`config.mk`:
```
export PLATFORM = sky130hd
export DESIGN_NAME = sas_sequencer
export DESIGN_NICKNAME = d
export VERILOG_FILES = /design/src/hw/sas_pkg.sv /design/src/hw/sas_sequencer.sv
export SDC_FILE = /design/constraint.sdc
export NUM_CORES = 1
export LEC_CHECK = 0
export ABC_AREA = 0
export BUFFER_PORTS_ARGS = -buffer_cell sky130_fd_sc_hd__buf_2
export CAP_MARGIN = 30
export CORE_MARGIN = 3
export CORE_UTILIZATION = 39
export CTS_BUF_LIST = sky130_fd_sc_hd__clkbuf_4 sky130_fd_sc_hd__clkbuf_8 sky130_fd_sc_hd__clkbuf_16
export DETAILED_ROUTE_END_ITERATION = 10
export GPL_TIMING_DRIVEN = 0
export PLACE_DENSITY = 0.65
export SETUP_SLACK_MARGIN = 0.3
export SLEW_MARGIN = 10
export SYNTH_ARGS = -nofsm -noshare
export SYNTH_HDL_FRONTEND = slang
export SYNTH_SLANG_ARGS = --single-unit
```
`constraint.sdc`:
```
create_clock -name aclk -period 4 [get_ports aclk]
set_input_delay 0 -clock aclk [delete_from_list [all_inputs] [get_ports aclk]]
set_output_delay 0 -clock aclk [all_outputs]
set_load 0.03 [all_outputs]
```
`src/hw/sas_pkg.sv`:
```
`default_nettype none
package sas_pkg;
    // ------------------------------------------------------------
    // register map: printed offsets are indices, byte address = 4 x index
    // ------------------------------------------------------------
    localparam int         ADDR_W       = 12;
    localparam logic [9:0] IDX_CONTROL  = 10'h0f7;
    localparam logic [9:0] IDX_RES_HIGH = 10'h0f8;
    localparam logic [9:0] IDX_RES_LOW  = 10'h0f9;
    localparam logic [9:0] IDX_IRQ_STAT = 10'h0fa;
    localparam logic [9:0] IDX_IRQ_MASK = 10'h0fb;

    // control register field positions
    localparam int CTL_START = 0;
    localparam int CTL_SPEED = 1;
    localparam int CTL_EOC   = 3;
    localparam int CTL_CHAN  = 4;

    // reset values
    localparam logic [3:0] CHAN_RESET  = 4'h0;
    localparam logic [1:0] SPEED_RESET = 2'h0;

    // ------------------------------------------------------------
    // conversion timing, in conversion-clock steps
    // ------------------------------------------------------------
    localparam int         SETUP_CLKS = 10;
    localparam int         BIT_STEPS  = 4;
    localparam logic [3:0] SETUP_LAST = 4'(SETUP_CLKS - 1);
    localparam logic [3:0] BIT_LAST   = 4'(BIT_STEPS - 1);
    localparam logic [3:0] MSB_IDX    = 4'h9;
    localparam logic [9:0] SAR_MID    = 10'h200;
    localparam logic [3:0] NUM_CHAN   = 4'h9;

    // divider last counts: osc/16, osc/8, osc/4, osc/2
    localparam logic [3:0] DIV_LAST_16 = 4'hf;
    localparam logic [3:0] DIV_LAST_8  = 4'h7;
    localparam logic [3:0] DIV_LAST_4  = 4'h3;
    localparam logic [3:0] DIV_LAST_2  = 4'h1;

    // bus responses
    localparam logic [1:0] RESP_OKAY   = 2'h0;
    localparam logic [1:0] RESP_SLVERR = 2'h2;

    typedef enum logic [2:0] {
        SAS_IDLE   = 3'b001,
        SAS_SETUP  = 3'b010,
        SAS_DECIDE = 3'b100
    } sas_state_t;
endpackage
`default_nettype wire

```
`src/hw/sas_sequencer.sv`:
```
`timescale 1ns/1ps
`default_nettype none

// Functional notes
// - one selected input of nine is converted into a 10-bit value.
// - control bits 7..4 pick the analog input routed to the converter.
// - only one input connects at a time; channel may change between conversions.
// - writing one to control bit 0 launches a conversion.
// - successive-approximation register starts each conversion at 200H.
// - one result bit is resolved per four steps until all ten are decided.
// - each bit takes 4 conversion clocks after a 10-clock set-up.
// - control bits 2..1 select the conversion clock rate.
// - speed code 10 gives one conversion clock per four oscillator clocks.
// - completion sets control bit 3, end of conversion, by hardware.
// - upper eight result bits go high, lower two go low.
// - after storing, the converter idles until started again.
// - a new conversion overwrites results, unread or not.
module sas_sequencer (
    // clock and reset
    input  wire logic                      aclk,
    input  wire logic                      aresetn,
    // axi4-lite write address and data
    input  wire logic                      s_axi_awvalid,
    output logic                           s_axi_awready,
    input  wire logic [sas_pkg::ADDR_W-1:0] s_axi_awaddr,
    input  wire logic                      s_axi_wvalid,
    output logic                           s_axi_wready,
    input  wire logic [31:0]               s_axi_wdata,
    input  wire logic [3:0]                s_axi_wstrb,
    // axi4-lite write response
    output logic                           s_axi_bvalid,
    input  wire logic                      s_axi_bready,
    output logic [1:0]                     s_axi_bresp,
    // axi4-lite read
    input  wire logic                      s_axi_arvalid,
    output logic                           s_axi_arready,
    input  wire logic [sas_pkg::ADDR_W-1:0] s_axi_araddr,
    output logic                           s_axi_rvalid,
    input  wire logic                      s_axi_rready,
    output logic [31:0]                    s_axi_rdata,
    output logic [1:0]                     s_axi_rresp,
    // analog front end
    input  wire logic                      comp_ge,
    output logic [9:0]                     dac_code,
    output logic [3:0]                     chan_sel,
    output logic                           chan_connect,
    output logic                           conv_busy,
    // interrupt
    output logic                           irq
);

    // ------------------------------------------------------------
    // operation overview
    // ------------------------------------------------------------
    // the block sits between the register bus and an analog front end
    // made of a switch matrix, a trial-code converter and a comparator.
    // only the digital sequencing lives here; the comparator answer
    // arrives on comp_ge and is taken as already synchronous to aclk.
    //
    // a conversion runs in three phases:
    //   idle   - divider held at zero, no input connected, eoc as left
    //   setup  - ten conversion-clock ticks with the mid-scale code out
    //   decide - four ticks per bit, msb first, comparator taken on the
    //            fourth tick, next lower bit then set as the trial bit
    // after the last bit the result is copied into the two result
    // registers, eoc and the interrupt status are set in the same cycle
    // and the sequencer drops back to idle on its own.
    //
    // the conversion clock is a one-cycle tick from a divider on aclk;
    // no second clock exists, so the speed field only changes how often
    // the tick fires. changing the speed field in mid-run is legal but
    // stretches or shortens the remaining steps; software is expected
    // to leave it alone until eoc is seen.
    //
    // the channel is latched at launch into conv_chan and drives the
    // switch matrix from there, so a control write during a run may
    // update the stored fields without moving the connected input.
    // codes nine and above run a full conversion with nothing
    // connected; the result is then meaningless but timing is kept.
    //
    // there is no sample-and-hold: the input must stay steady for the
    // whole run, which is a board-level matter outside this block.

    // ------------------------------------------------------------
    // state
    // ------------------------------------------------------------
    typedef struct packed {
        sas_pkg::sas_state_t state;
        logic [3:0]          ctrl_chan;
        logic [1:0]          ctrl_speed;
        logic                eoc;
        logic                busy;
        logic [3:0]          div_cnt;
        logic [3:0]          step_cnt;
        logic [3:0]          bit_idx;
        logic [9:0]          sar;
        logic [3:0]          conv_chan;
        logic                connect;
        logic [7:0]          res_high;
        logic [1:0]          res_low;
        logic                irq_stat;
        logic                irq_mask;
        logic                irq;
        logic                aw_have;
        logic [9:0]          aw_idx;
        logic                w_have;
        logic [7:0]          w_data;
        logic                w_lane0;
        logic                awready;
        logic                wready;
        logic                bvalid;
        logic [1:0]          bresp;
        logic                arready;
        logic                rvalid;
        logic [7:0]          rdata;
        logic [1:0]          rresp;
    } sas_regs_t;

    sas_regs_t r_reg;
    sas_regs_t r_next;

    // ------------------------------------------------------------
    // helpers
    // ------------------------------------------------------------

    // divider last count per speed code; code 11 is the fastest
    function automatic logic [3:0] div_last(input logic [1:0] speed);
        case (speed)
            2'b00:   div_last = sas_pkg::DIV_LAST_16;
            2'b01:   div_last = sas_pkg::DIV_LAST_8;
            2'b10:   div_last = sas_pkg::DIV_LAST_4;
            default: div_last = sas_pkg::DIV_LAST_2;
        endcase
    endfunction

    // address decode shared by the write and read paths
    function automatic logic idx_mapped(input logic [9:0] idx);
        idx_mapped = (idx == sas_pkg::IDX_CONTROL)  || (idx == sas_pkg::IDX_RES_HIGH) ||
                     (idx == sas_pkg::IDX_RES_LOW)  || (idx == sas_pkg::IDX_IRQ_STAT) ||
                     (idx == sas_pkg::IDX_IRQ_MASK);
    endfunction

    // ------------------------------------------------------------
    // next-state logic
    // ------------------------------------------------------------
    always_comb begin
        logic       tick;
        logic       done_evt;
        logic [9:0] ar_idx;
        tick     = 1'b0;
        done_evt = 1'b0;
        ar_idx   = s_axi_araddr[11:2];
        r_next   = r_reg;

        // conversion clock divider, held at zero while idle
        if (r_reg.state != sas_pkg::SAS_IDLE) begin
            if (r_reg.div_cnt == div_last(r_reg.ctrl_speed)) begin
                r_next.div_cnt = 4'h0;
                tick           = 1'b1;
            end else begin
                r_next.div_cnt = r_reg.div_cnt + 4'h1;
            end
        end

        // sequencer: set-up interval, then four steps per bit
        case (r_reg.state)
            sas_pkg::SAS_IDLE: begin
                r_next.state = sas_pkg::SAS_IDLE;
            end
            sas_pkg::SAS_SETUP: begin
                if (tick) begin
                    if (r_reg.step_cnt == sas_pkg::SETUP_LAST) begin
                        r_next.state    = sas_pkg::SAS_DECIDE;
                        r_next.step_cnt = 4'h0;
                    end else begin
                        r_next.step_cnt = r_reg.step_cnt + 4'h1;
                    end
                end
            end
            sas_pkg::SAS_DECIDE: begin
                if (tick) begin
                    if (r_reg.step_cnt == sas_pkg::BIT_LAST) begin
                        // comparator keeps or drops the trial bit
                        r_next.sar[r_reg.bit_idx] = comp_ge;
                        r_next.step_cnt           = 4'h0;
                        if (r_reg.bit_idx == 4'h0) begin
                            r_next.res_high = r_next.sar[9:2];
                            r_next.res_low  = r_next.sar[1:0];
                            r_next.eoc      = 1'b1;
                            r_next.state    = sas_pkg::SAS_IDLE;
                            done_evt        = 1'b1;
                        end else begin
                            r_next.bit_idx                     = r_reg.bit_idx - 4'h1;
                            r_next.sar[r_reg.bit_idx - 4'h1] = 1'b1;
                        end
                    end else begin
                        r_next.step_cnt = r_reg.step_cnt + 4'h1;
                    end
                end
            end
            default: begin
                r_next.state = sas_pkg::SAS_IDLE;
            end
        endcase

        // ------------------------------------------------------------
        // register bus timing
        // ------------------------------------------------------------
        // write: address and data are each taken when offered, in any
        // order, and parked until both are held. the register update
        // happens on the edge after the later of the two, together with
        // bvalid rising. both readys stay low from their take until the
        // response has been accepted, so only one write is ever open.
        //
        // read: the address is decoded straight from the bus and the
        // answer is registered on the take edge, so rvalid always comes
        // exactly one edge later. arready stays low while rvalid stands,
        // which keeps the answer stable however long rready is held off.
        //
        // only byte lane zero carries data; the other lanes are ignored
        // and a write with lane zero off is answered okay without effect.
        // unmapped indices answer slverr and change nothing.
        //
        // the start bit reads back as busy rather than as written, so a
        // poll of the control register shows a run in progress directly.

        // write channels are taken independently, in either order
        if (s_axi_awvalid && r_reg.awready) begin
            r_next.aw_have = 1'b1;
            r_next.aw_idx  = s_axi_awaddr[11:2];
        end
        if (s_axi_wvalid && r_reg.wready) begin
            r_next.w_have  = 1'b1;
            r_next.w_data  = s_axi_wdata[7:0];
            r_next.w_lane0 = s_axi_wstrb[0];
        end

        // perform the write once both halves are held
        if (r_reg.aw_have && r_reg.w_have && !r_reg.bvalid) begin
            r_next.aw_have = 1'b0;
            r_next.w_have  = 1'b0;
            r_next.bvalid  = 1'b1;
            r_next.bresp   = idx_mapped(r_reg.aw_idx) ? sas_pkg::RESP_OKAY
                                                       : sas_pkg::RESP_SLVERR;
            if (r_reg.w_lane0 && r_reg.aw_idx == sas_pkg::IDX_CONTROL) begin
                r_next.ctrl_chan  = r_reg.w_data[sas_pkg::CTL_CHAN +: 4];
                r_next.ctrl_speed = r_reg.w_data[sas_pkg::CTL_SPEED +: 2];
                // a start while converting is ignored so one input stays connected
                if (r_reg.w_data[sas_pkg::CTL_START] &&
                    r_reg.state == sas_pkg::SAS_IDLE) begin
                    r_next.state     = sas_pkg::SAS_SETUP;
                    r_next.sar       = sas_pkg::SAR_MID;
                    r_next.step_cnt  = 4'h0;
                    r_next.div_cnt   = 4'h0;
                    r_next.bit_idx   = sas_pkg::MSB_IDX;
                    r_next.conv_chan = r_reg.w_data[sas_pkg::CTL_CHAN +: 4];
                    r_next.eoc       = 1'b0;
                end
            end
            if (r_reg.w_lane0 && r_reg.aw_idx == sas_pkg::IDX_IRQ_MASK) begin
                r_next.irq_mask = r_reg.w_data[0];
            end
        end
        if (r_reg.bvalid && s_axi_bready) begin
            r_next.bvalid = 1'b0;
        end
        r_next.awready = !r_next.aw_have && !r_next.bvalid;
        r_next.wready  = !r_next.w_have && !r_next.bvalid;

        // read: address taken, data answered on the next edge
        if (s_axi_arvalid && r_reg.arready) begin
            r_next.rvalid = 1'b1;
            r_next.rresp  = idx_mapped(ar_idx) ? sas_pkg::RESP_OKAY
                                               : sas_pkg::RESP_SLVERR;
            case (ar_idx)
                sas_pkg::IDX_CONTROL:  r_next.rdata = {r_reg.ctrl_chan, r_reg.eoc,
                                                       r_reg.ctrl_speed, r_reg.busy};
                sas_pkg::IDX_RES_HIGH: r_next.rdata = r_reg.res_high;
                sas_pkg::IDX_RES_LOW:  r_next.rdata = {6'h00, r_reg.res_low};
                sas_pkg::IDX_IRQ_STAT: r_next.rdata = {7'h00, r_reg.irq_stat};
                sas_pkg::IDX_IRQ_MASK: r_next.rdata = {7'h00, r_reg.irq_mask};
                default:               r_next.rdata = 8'h00;
            endcase
            // reading the status clears it
            if (ar_idx == sas_pkg::IDX_IRQ_STAT) begin
                r_next.irq_stat = 1'b0;
            end
        end
        if (r_reg.rvalid && s_axi_rready) begin
            r_next.rvalid = 1'b0;
        end
        r_next.arready = !r_next.rvalid;

        // a completion in the clearing cycle wins over the clear
        if (done_evt) begin
            r_next.irq_stat = 1'b1;
        end
        r_next.irq = r_next.irq_stat && r_next.irq_mask;

        // output flops: nine valid channels, codes above eight connect nothing
        r_next.busy    = (r_next.state != sas_pkg::SAS_IDLE);
        r_next.connect = r_next.busy && (r_next.conv_chan < sas_pkg::NUM_CHAN);
    end

    // ------------------------------------------------------------
    // state register
    // ------------------------------------------------------------
    always_ff @(posedge aclk) begin
        if (!aresetn) begin
            r_reg            <= '0;
            r_reg.state      <= sas_pkg::SAS_IDLE;
            r_reg.ctrl_chan  <= sas_pkg::CHAN_RESET;
            r_reg.ctrl_speed <= sas_pkg::SPEED_RESET;
        end else begin
            r_reg <= r_next;
        end
    end

    // ------------------------------------------------------------
    // outputs
    // ------------------------------------------------------------
    assign s_axi_awready = r_reg.awready;
    assign s_axi_wready  = r_reg.wready;
    assign s_axi_bvalid  = r_reg.bvalid;
    assign s_axi_bresp   = r_reg.bresp;
    assign s_axi_arready = r_reg.arready;
    assign s_axi_rvalid  = r_reg.rvalid;
    assign s_axi_rdata   = {24'h00_0000, r_reg.rdata};
    assign s_axi_rresp   = r_reg.rresp;
    assign dac_code      = r_reg.sar;
    assign chan_sel      = r_reg.conv_chan;
    assign chan_connect  = r_reg.connect;
    assign conv_busy     = r_reg.busy;
    assign irq           = r_reg.irq;

endmodule
`default_nettype wire

```
# After elaboration in Yosys (flattened, before gate mapping)
# Index checks and enable logic that the tools add are counted.
[word_totals]
out_inout_bits = 58
ff_bits = 89
inputBits = 68
wordCells = 147
[op_classes]
n_lt_le_gt_ge = 5
n_eq_ne = 20
muxes = 56
bitwise = 1
addsub = 3
reduce_logical = 33
[op_table]
columns = ["operator", "n"]
rows = [
  ["10-bit by 8-bit == test with 1-bit output, second input constant", 10],
  ["26-bit two-way mux", 3],
  ["14-bit two-way mux", 3],
  ["8-bit one-hot mux with 5 select lines", 1],
  ["10-bit two-way mux", 3],
  ["4-bit two-way mux", 6],
  ["1-bit two-way mux", 22],
  ["11-bit two-way mux", 2],
  ["3-bit two-way mux", 7],
  ["18-bit two-way mux", 1],
  ["1-bit logical AND", 16],
  ["4-bit one-hot mux with 3 select lines", 1],
  ["10-bit bitwise mux", 1],
  ["4-bit by 5-bit less-than comparator with 1-bit output, second input constant", 2],
  ["10-bit bitwise OR", 1],
  ["4-bit by 1-bit adder with 4-bit output, second input constant", 2],
  ["1-bit demux with 4-bit select", 2],
  ["4-bit by 1-bit greater-or-equal comparator with 1-bit output, second input constant", 2],
  ["1-bit logical OR", 8],
  ["4-bit one-hot mux with 2 select lines", 1],
  ["3-bit by 1-bit inequality test with 1-bit output, second input constant", 2],
  ["3-bit one-hot mux with 2 select lines", 1],
  ["1-bit logical NOT", 5],
  ["4-bit by 2-bit == test with 1-bit output, second input constant", 1],
  ["14 further kinds", 15],
]

# Logic depth before layout (Yosys ltp)
# Gate-level depths: netlist of run 1.
[depth]
depth_word = 15
mapped_depth = 8
ltp_nobuf = 7

# Worst setup path before layout of run 1
# No wires, ideal clock.
[synth_path]
path_type = "register to register"
startpoint = "reg r_reg[76] (netlist bit)"
endpoint = "reg r_reg[72] (netlist bit)"
stages_incl_launch_ff = 7
required_time_ps = 3929
slack_ps = 1955
period_less_slack_ps = 2045
t_arrival_ps = 1974
path_buffers = 1
setup_time_ps = 71
path_cell_list = "dfxtp_1 -> nand2b_1 -> or4_1 -> buf_2 -> a211o_1 -> or4_1 -> a21oi_1"
[synth_via]
elab_chain_cells = 8
word_cells_on_any_way = 9
classes_between = "eq/ne (1); mux (8)"
[synth_lines]
columns = ["element", "line", "source"]
rows = [
  ["from (decl)", "sas_sequencer.sv:119", "sas_regs_t r_reg;"],
  ["from (signal assigned)", "sas_sequencer.sv:315", "r_reg <= r_next;"],
  ["4-bit == test (*)", "sas_sequencer.sv:157", "if (r_reg.div_cnt == div_last(r_reg.ctrl_speed)) begin"],
  ["1-bit two-way mux (*)", "sas_sequencer.sv:157", ""],
  ["1-bit two-way mux (*)", "sas_sequencer.sv:156", "if (r_reg.state != sas_pkg::SAS_IDLE) begin"],
  ["18-bit two-way mux or 4-bit two-way mux (tied branches)", "sas_sequencer.sv:181, sas_sequencer.sv:171", ""],
  ["4-bit one-hot mux with 2 select lines (*)", "sas_sequencer.sv:166", "case (r_reg.state)"],
  ["26-bit two-way mux", "sas_sequencer.sv:249", "if (r_reg.w_data[sas_pkg::CTL_START] &&"],
  ["26-bit two-way mux", "sas_sequencer.sv:245", "if (r_reg.w_lane0 && r_reg.aw_idx == sas_pkg::IDX_CONTROL) begin"],
  ["26-bit two-way mux (*)", "sas_sequencer.sv:239", "if (r_reg.aw_have && r_reg.w_have && !r_reg.bvalid) begin"],
]
# Every way passes the cells marked *; elsewhere a longest branch is shown, timed or not.
# A chain may end at the register's enable or synchronous reset.

# Worst setup path in the final report of run 1
[layout_path]
startpoint = "reg r_reg[86] (netlist bit)"
endpoint = "reg r_reg[79] (netlist bit)"
[layout_via]
elab_chain_cells = 7
word_cells_on_any_way = 10
classes_between = "eq/ne (3); mux (6); reduce/logical (1)"
[layout_lines]
columns = ["element", "line", "source"]
rows = [
  ["3-bit by 1-bit inequality test with 1-bit output", "sas_sequencer.sv:156", ""],
  ["1-bit two-way mux", "sas_sequencer.sv:156", ""],
  ["1-bit two-way mux", "sas_sequencer.sv:181", "if (tick) begin"],
  ["1-bit two-way mux", "sas_sequencer.sv:166", ""],
  ["1-bit two-way mux", "sas_sequencer.sv:249", ""],
  ["10-bit two-way mux", "sas_sequencer.sv:245", ""],
  ["10-bit two-way mux (*)", "sas_sequencer.sv:239", ""],
]
# Marked as above.

==> results of run 1 <==
[layout by cell type (no fill, tap or decap), types with 3 or more instances in the layout]
master / count
buf_4: 50
nand4_1: 4
nand4b_1: 5
buf_2: 71
mux2i_1: 16
ha_1: 9
clkbuf_1: 17
dfxtp_1: 86
nand3_1: 6
o21ai_0: 18
inv_1: 12
xnor2_1: 3
and2_1: 3
nand2b_1: 8
and3_1: 3
nor2_1: 32
nand3b_1: 10
or2_2: 4
or4_1: 3
clkbuf_8: 10
nor3_1: 18
or3_1: 5
nor3b_1: 7
dlygate4sd3_1: 23
a22o_1: 12
a211oi_1: 15
a21oi_1: 55
nand2_1: 72
a31oi_1: 5
nor4_1: 4
conb_1: 26
nor2b_1: 7
[through the flow]
stage | area, µm² | power [W]
2_1_floorplan | 4449 | 0.001009
3_3_place_gp | 4950 | 0.001050
3_5_place_dp | 4950 | 0.001052
4_1_cts | 5364 | 0.001632
5_1_grt | 5369 | 0.001698
6_report | 5369 | 0.001620
[worst max-delay path, cell delays in order, from the launching register on]
cell,delay (ns)
dfxtp_1,0.44
nor3b_1,0.73
nand3_1,0.51
nand2_1,0.21
clkbuf_1,0.41
nor2_1,0.10
[worst max path at each step]
| stage | to | slack [ns] | cells past startpoint |
|---|---|---|---|
| final | r_reg[79] | 1.47 | 5 |
| after global routing | r_reg[72] | 1.04 | 5 |
| after CTS | r_reg[79] | 1.40 | 6 |
| after detailed placement | r_reg[76] | 1.43 | 6 |
| after global placement | r_reg[79] | 1.47 | 5 |
| after floorplan | r_reg[72] | 1.96 | 6 |
[metal layers]
metal | routed length [µm] | GRT usage (%) | vias up | part of all wire, %
met5 | 0 | 0 | - | 0
li1 | - | - | 2034 | -
met1 | 5250 | 24.45 | 1825 | 48
met4 | 160 | 5.272 | 0 | 1.5
met2 | 4952 | 27.86 | 121 | 45
met3 | 534 | 3.370 | 16 | 4.9
[where the power goes]
part / internal, W / total [W] / switching [W]
combinational: 0.0000667 / 0.000166 / 0.0000994
sequential: 0.000871 / 0.000884 / 0.0000125
clock: 0.000246 / 0.000570 / 0.000324
total: 0.00118 / 0.00162 / 0.000436
[area by class of cell]
class                      instances  area [µm²]  share of cell area (%)
clock inverter                     6       46.29                  0.8623
inverter                          13       48.80                  0.9089
multi-input combinational        378        2207                   41.11
sequential                        86        1722                   32.07
tap                              136       170.2                   3.169
clock buffer                      10       137.6                   2.564
timing repair buffer              90       565.5                   10.53
buffer                            74       471.7                   8.786
[what timing repair did]
item,in CTS,in global routing
hold buffers,23,0
endpoints found under the hold margin,23,0
gates resized for setup,0,0
[logic make-up after synthesis]
family,Yosys count
AO/OA/AOI/OAI,122
other,1
flip-flops,86
XOR/XNOR,3
AND/OR/NAND/NOR,200
adder cells (fa/ha/maj),9
buffers and inverters,87
multiplexers,18
==> results.sh, run 1 <==
export IMPL_post_dp_hpwl_mm=8.059
export IMPL_antenna_found_initial=0
export IMPL_synth_edf_count=0
export IMPL_endpoint_kind="flop"
export IMPL_yosysSeqAreaShare_pct=39.53
export IMPL_ys_flop_type="dfxtp_1"
export IMPL_hp_start="s_axi_awvalid"
export IMPL_drv_slew=0
export IMPL_synthCells=526
export IMPL_yosysTopAreaCell="dfxtp_1"
export IMPL_drt_iter0_drc=182
export IMPL_cts_buffers=9
export IMPL_fin_nets=729
export IMPL_area_delta_synth_final_pct=23.27
export IMPL_fillCellCount=1005
export IMPL_drive_above_1_share_pct=22.98
export IMPL_cts_tree="built"
export IMPL_max_freq_mhz=395.4
export IMPL_r2r_end="r_reg[79]"
export IMPL_post_route_period_util_pct=63.22
export IMPL_clkLatencyLatePin_ns=0.36
export IMPL_diodes=0
export IMPL_largest_reg_flops=54
export IMPL_dp_cells=753
export IMPL_vias=3996
export IMPL_grt_overflow=0
export IMPL_holdCritPathClass="in -> reg"
export IMPL_io_pins=126
export IMPL_clk_path_buf_depth=2
export IMPL_avgSynthCellArea_um2=8.280
export IMPL_worstPathArrival_ns=2.76
export IMPL_synth_area_leaders="dfxtp_1 (40%), buf_4 (8.6%), a21oi_1 (6.3%), nand2_1 (6.2%), mux2i_1 (3.7%)"
export IMPL_synth_top_cell_area_share_pct=39.53
export IMPL_drv_cap=0
export IMPL_synth_area_mm2=0.004355
export IMPL_synth_top_family_by_area="simple AND/OR/NAND/NOR gates"
export IMPL_ys_async_sr_fraction_pct=0
export IMPL_grt_first_pass_wirelength_mm=18.31
export IMPL_cp_start_kind="flop"
export IMPL_worstPathRequired_ns=4.23
export IMPL_critical_path_max_fanout=10
export IMPL_start_util_pct=41.08
export IMPL_setup_violations=0
export IMPL_synthTopCellsByCount="dfxtp_1 (86), nand2_1 (72), a21oi_1 (55)"
export IMPL_utilization_pct=50.64
export IMPL_core_area_mm2=0.01060
export IMPL_wl_mm=10.90
export IMPL_gp_congestion=0.9026
export IMPL_path_class="reg -> reg"
export IMPL_synth_compound_area_share_pct=17.49
export IMPL_grt_pass1_vias=3835
export IMPL_fin_setup_tns_ns=0
export IMPL_slew_headroom_pct=43.18
export IMPL_drc=0
export IMPL_synth_seq_cells=86
export IMPL_dr_pass1_iters=5
export IMPL_status="completed"
export IMPL_p_leak_nw=2.224
export IMPL_cts_sinks=86
export IMPL_drtAntennaViolNets=0
export IMPL_stdcell_count=793
export IMPL_grt_start_max_net_pins=16
export IMPL_synthSimpleGateAreaFrac_pct=23.56
export IMPL_port_buffers=66
export IMPL_finalHoldWorstSlack_ns=0.05652
export IMPL_irDropWorstVdd_mv=0.1693
export IMPL_worstHoldPathCells=4
export IMPL_post_drt_via_cell_ratio=5.039
export IMPL_finalCriticalPeriod_ns=2.529
export IMPL_hold_violations=0
export IMPL_yosys_warnings=0
export IMPL_hold_path_end="r_reg[37]"
export IMPL_synth_adder_area_share_pct=2.585
export IMPL_wl_per_cell_um=13.74
export IMPL_die_h_um=111.7
export IMPL_clk_pin_slew_ns=0.09
export IMPL_rsz0062_at_grt="no"
export IMPL_ff2ff_setup_slack_ns=1.47
export IMPL_synthXorXnorAreaFrac_pct=0.6033
export IMPL_skew_ns=0.006886
export IMPL_die_width_um=111.7
export IMPL_worstMarginPinSlew_ns=0.8505
export IMPL_num_rows=37
export IMPL_muxShareOfSynthArea_pct=4.194
export IMPL_die_area_mm2=0.01247
export IMPL_r2r_start="r_reg[86]"
export IMPL_cts_root_buf="clkbuf_8"
export IMPL_cts_htree_levels=3
export IMPL_yosysMostFrequentCell="dfxtp_1"
export IMPL_dp_slack_ns=1.426
export IMPL_finalWorstSetupSlack_ns=1.471
export IMPL_postCtsSetupRepairBufs=0
export IMPL_ys_types=56
export IMPL_grt_use_total_pct=17.62
export IMPL_cp_startpoint="r_reg[86]"
export IMPL_p_per_area_mw_per_mm2=301.7
export IMPL_rr_worst_depth=5
Note: power is estimated with default switching activity, not from simulation.
==> inputs of run 2 (changes only) <==
PLACE_DENSITY = 0.67   (was 0.65)
clock period = 2 ns   (was 4 ns; I/O delays follow)
==> results.sh, run 2 (synthesis gave the netlist of run 1 again) <==
export IMPL_status="finished with violations"
export IMPL_violations="negative setup slack"
export IMPL_drv_cap=0
export IMPL_clkLatencyLatePin_ns=0.36
export IMPL_gp_congestion=0.9176
export IMPL_irDropWorstVdd_mv=0.3833
export IMPL_slew_headroom_pct=47.87
export IMPL_dp_cells=754
export IMPL_diodes=0
export IMPL_wl_mm=12.21
export IMPL_crit_path_cell_trace="nand2b_4, or4_4, buf_6, a211o_1, or4_4, a21oi_2"
export IMPL_rr_worst_depth=6
export IMPL_grt_util_met1_pct=24.18
export IMPL_skew_ns=0.01076
export IMPL_critical_path_max_fanout=5
export IMPL_fin_area_mm2=0.006215
export IMPL_stdcell_count=817
export IMPL_hold_violations=0
export IMPL_cts_htree_levels=3
export IMPL_placed_area_mm2=0.004989
export IMPL_grt_use_met2_pct=30.38
export IMPL_setup_violations=4
export IMPL_cts_sinks=86
export IMPL_die_width_um=111.7
export IMPL_drc=0
export IMPL_p_per_area_mw_per_mm2=563.7
export IMPL_port_buffers=66
export IMPL_post_route_period_util_pct=103.0
export IMPL_rsz0062_at_grt="yes"
export IMPL_clk_path_buf_depth=2
export IMPL_endpoint_kind="flop"
export IMPL_drive_above_1_share_pct=40.09
export IMPL_grt_start_max_net_pins=15
export IMPL_seq_area_mm2=0.001750
export IMPL_wl_per_cell_um=14.94
export IMPL_io_pins=126
export IMPL_p_leak_nw=2.539
export IMPL_cp_slowest_cell="or4_4"
export IMPL_path_class="reg -> reg"
export IMPL_grt_util_met3_pct=3.261
export IMPL_post_drt_via_cell_ratio=5.154
export IMPL_cp_common_cell="or4_4"
export IMPL_start_util_pct=41.08
export IMPL_max_freq_mhz=485.2
export IMPL_cts_root_buf="clkbuf_8"
export IMPL_num_rows=37
export IMPL_cts_buffers=9
export IMPL_finalWorstSetupSlack_ns=-0.06095
export IMPL_clk_pin_slew_ns=0.09
export IMPL_dr_pass1_iters=6
export IMPL_drt_iter0_drc=235
export IMPL_drv_slew=0
export IMPL_dp_slack_ns=-0.4355
export IMPL_slowest_delay_ns=0.48
export IMPL_fin_nets=753
export IMPL_largest_reg_flops=54
export IMPL_core_area_mm2=0.01060
export IMPL_grt_overflow=0
export IMPL_finalCriticalPeriod_ns=2.061
export IMPL_final_cell_mix="dfxtp_1 (69), nand2_1 (67), buf_4 (66), buf_2 (66), a21oi_1 (42)"
export IMPL_worstPathRequired_ns=2.30
export IMPL_fillCellCount=866
export IMPL_holdCritPathClass="in -> reg"
export IMPL_final_common_cell="dfxtp_1"
export IMPL_die_area_mm2=0.01247
export IMPL_grt_first_pass_wirelength_mm=19.24
export IMPL_area_delta_synth_final_pct=42.69
export IMPL_grt_busiest_layer="met2"
export IMPL_drtAntennaViolNets=0
export IMPL_grt_use_total_pct=18.66
export IMPL_finalHoldWorstSlack_ns=0.05645
export IMPL_utilization_pct=58.62
export IMPL_die_h_um=111.7
export IMPL_worstHoldPathCells=4
export IMPL_worstMarginPinSlew_ns=0.7819
export IMPL_post_dp_hpwl_mm=8.097
export IMPL_worstPathArrival_ns=2.36
export IMPL_cts_tree="built"
export IMPL_multi_input_area_mm2=0.002654
export IMPL_grt_pass1_vias=4008
export IMPL_vias=4211
export IMPL_cp_start_kind="flop"
export IMPL_antenna_found_initial=1
==> run 2: cell count changes in the layout (fill, tap and decap cells not counted), moves of 10 or more <==
cell,delta
a211oi_1,-13
dfxtp_1,-17
buf_6,+10
buf_4,+16
a21oi_2,+12
a211oi_2,+12
dfxtp_2,+14
a21oi_1,-13
==> run 2: critical path, delay by kind of cell (launching register included) <==
family          cells  cell delay [ns]
simple gates        3             1.10
flops               1             0.36
buf+inv             1             0.15
compound gates      2             0.40
==> run 2: layout make-up <==
class	instances	area share (%)
Multi-Input combinational cell	378	42.70
Sequential cell	86	28.17
Timing Repair Buffer	114	13.13
Buffer	74	8.818
Tap cell	136	2.738
Clock buffer	11	2.335
Clock inverter	5	1.329
Inverter	13	0.7852
==> run 2: stage by stage <==
step / total power, W / setup TNS (ns)
after floorplan: 0.002020 / -0.006830
after global placement: 0.002101 / -9.701
final: 0.003503 / -0.1105
after CTS: 0.003520 / -0.1634
after detailed placement: 0.002104 / -9.918
after global routing: 0.003643 / -1.000
==> run 2: routing by layer <==
metal	part of all wire, %	vias up
li1	-	2078
met1	44	1977
met2	49	136
met3	5.3	18
met4	1.2	2
met5	0.11	-
==> run 2: what timing repair did <==
| action | CTS | global route |
|---|---|---|
| setup buffers | 15 | 7 |
| pin swaps | 28 | 23 |
| setup endpoints to repair | 50 | 52 |
| hold buffers | 23 | 0 |
| cloned | 2 | 0 |
| hold endpoints to repair | 24 | 0 |
| resized for setup | 77 | 75 |
==> run 2: worst paths after layout <==
kind	start	end	slack, ns
setup / recovery	r_reg[76]	r_reg[72]	-0.06
hold / removal	s_axi_awvalid	r_reg[37]	0.06
setup reg to reg	r_reg[76]	r_reg[72]	-0.06
hold reg to reg	r_reg[19]	r_reg[80]	0.46
==> run 2: power by group <==
group	switching [W]	total (W)	internal [W]	leakage [nW]
combinational	0.000207	0.000347	0.000140	1.72
clock	0.000635	0.00139	0.000754	0.117
sequential	0.0000274	0.00177	0.00174	0.705
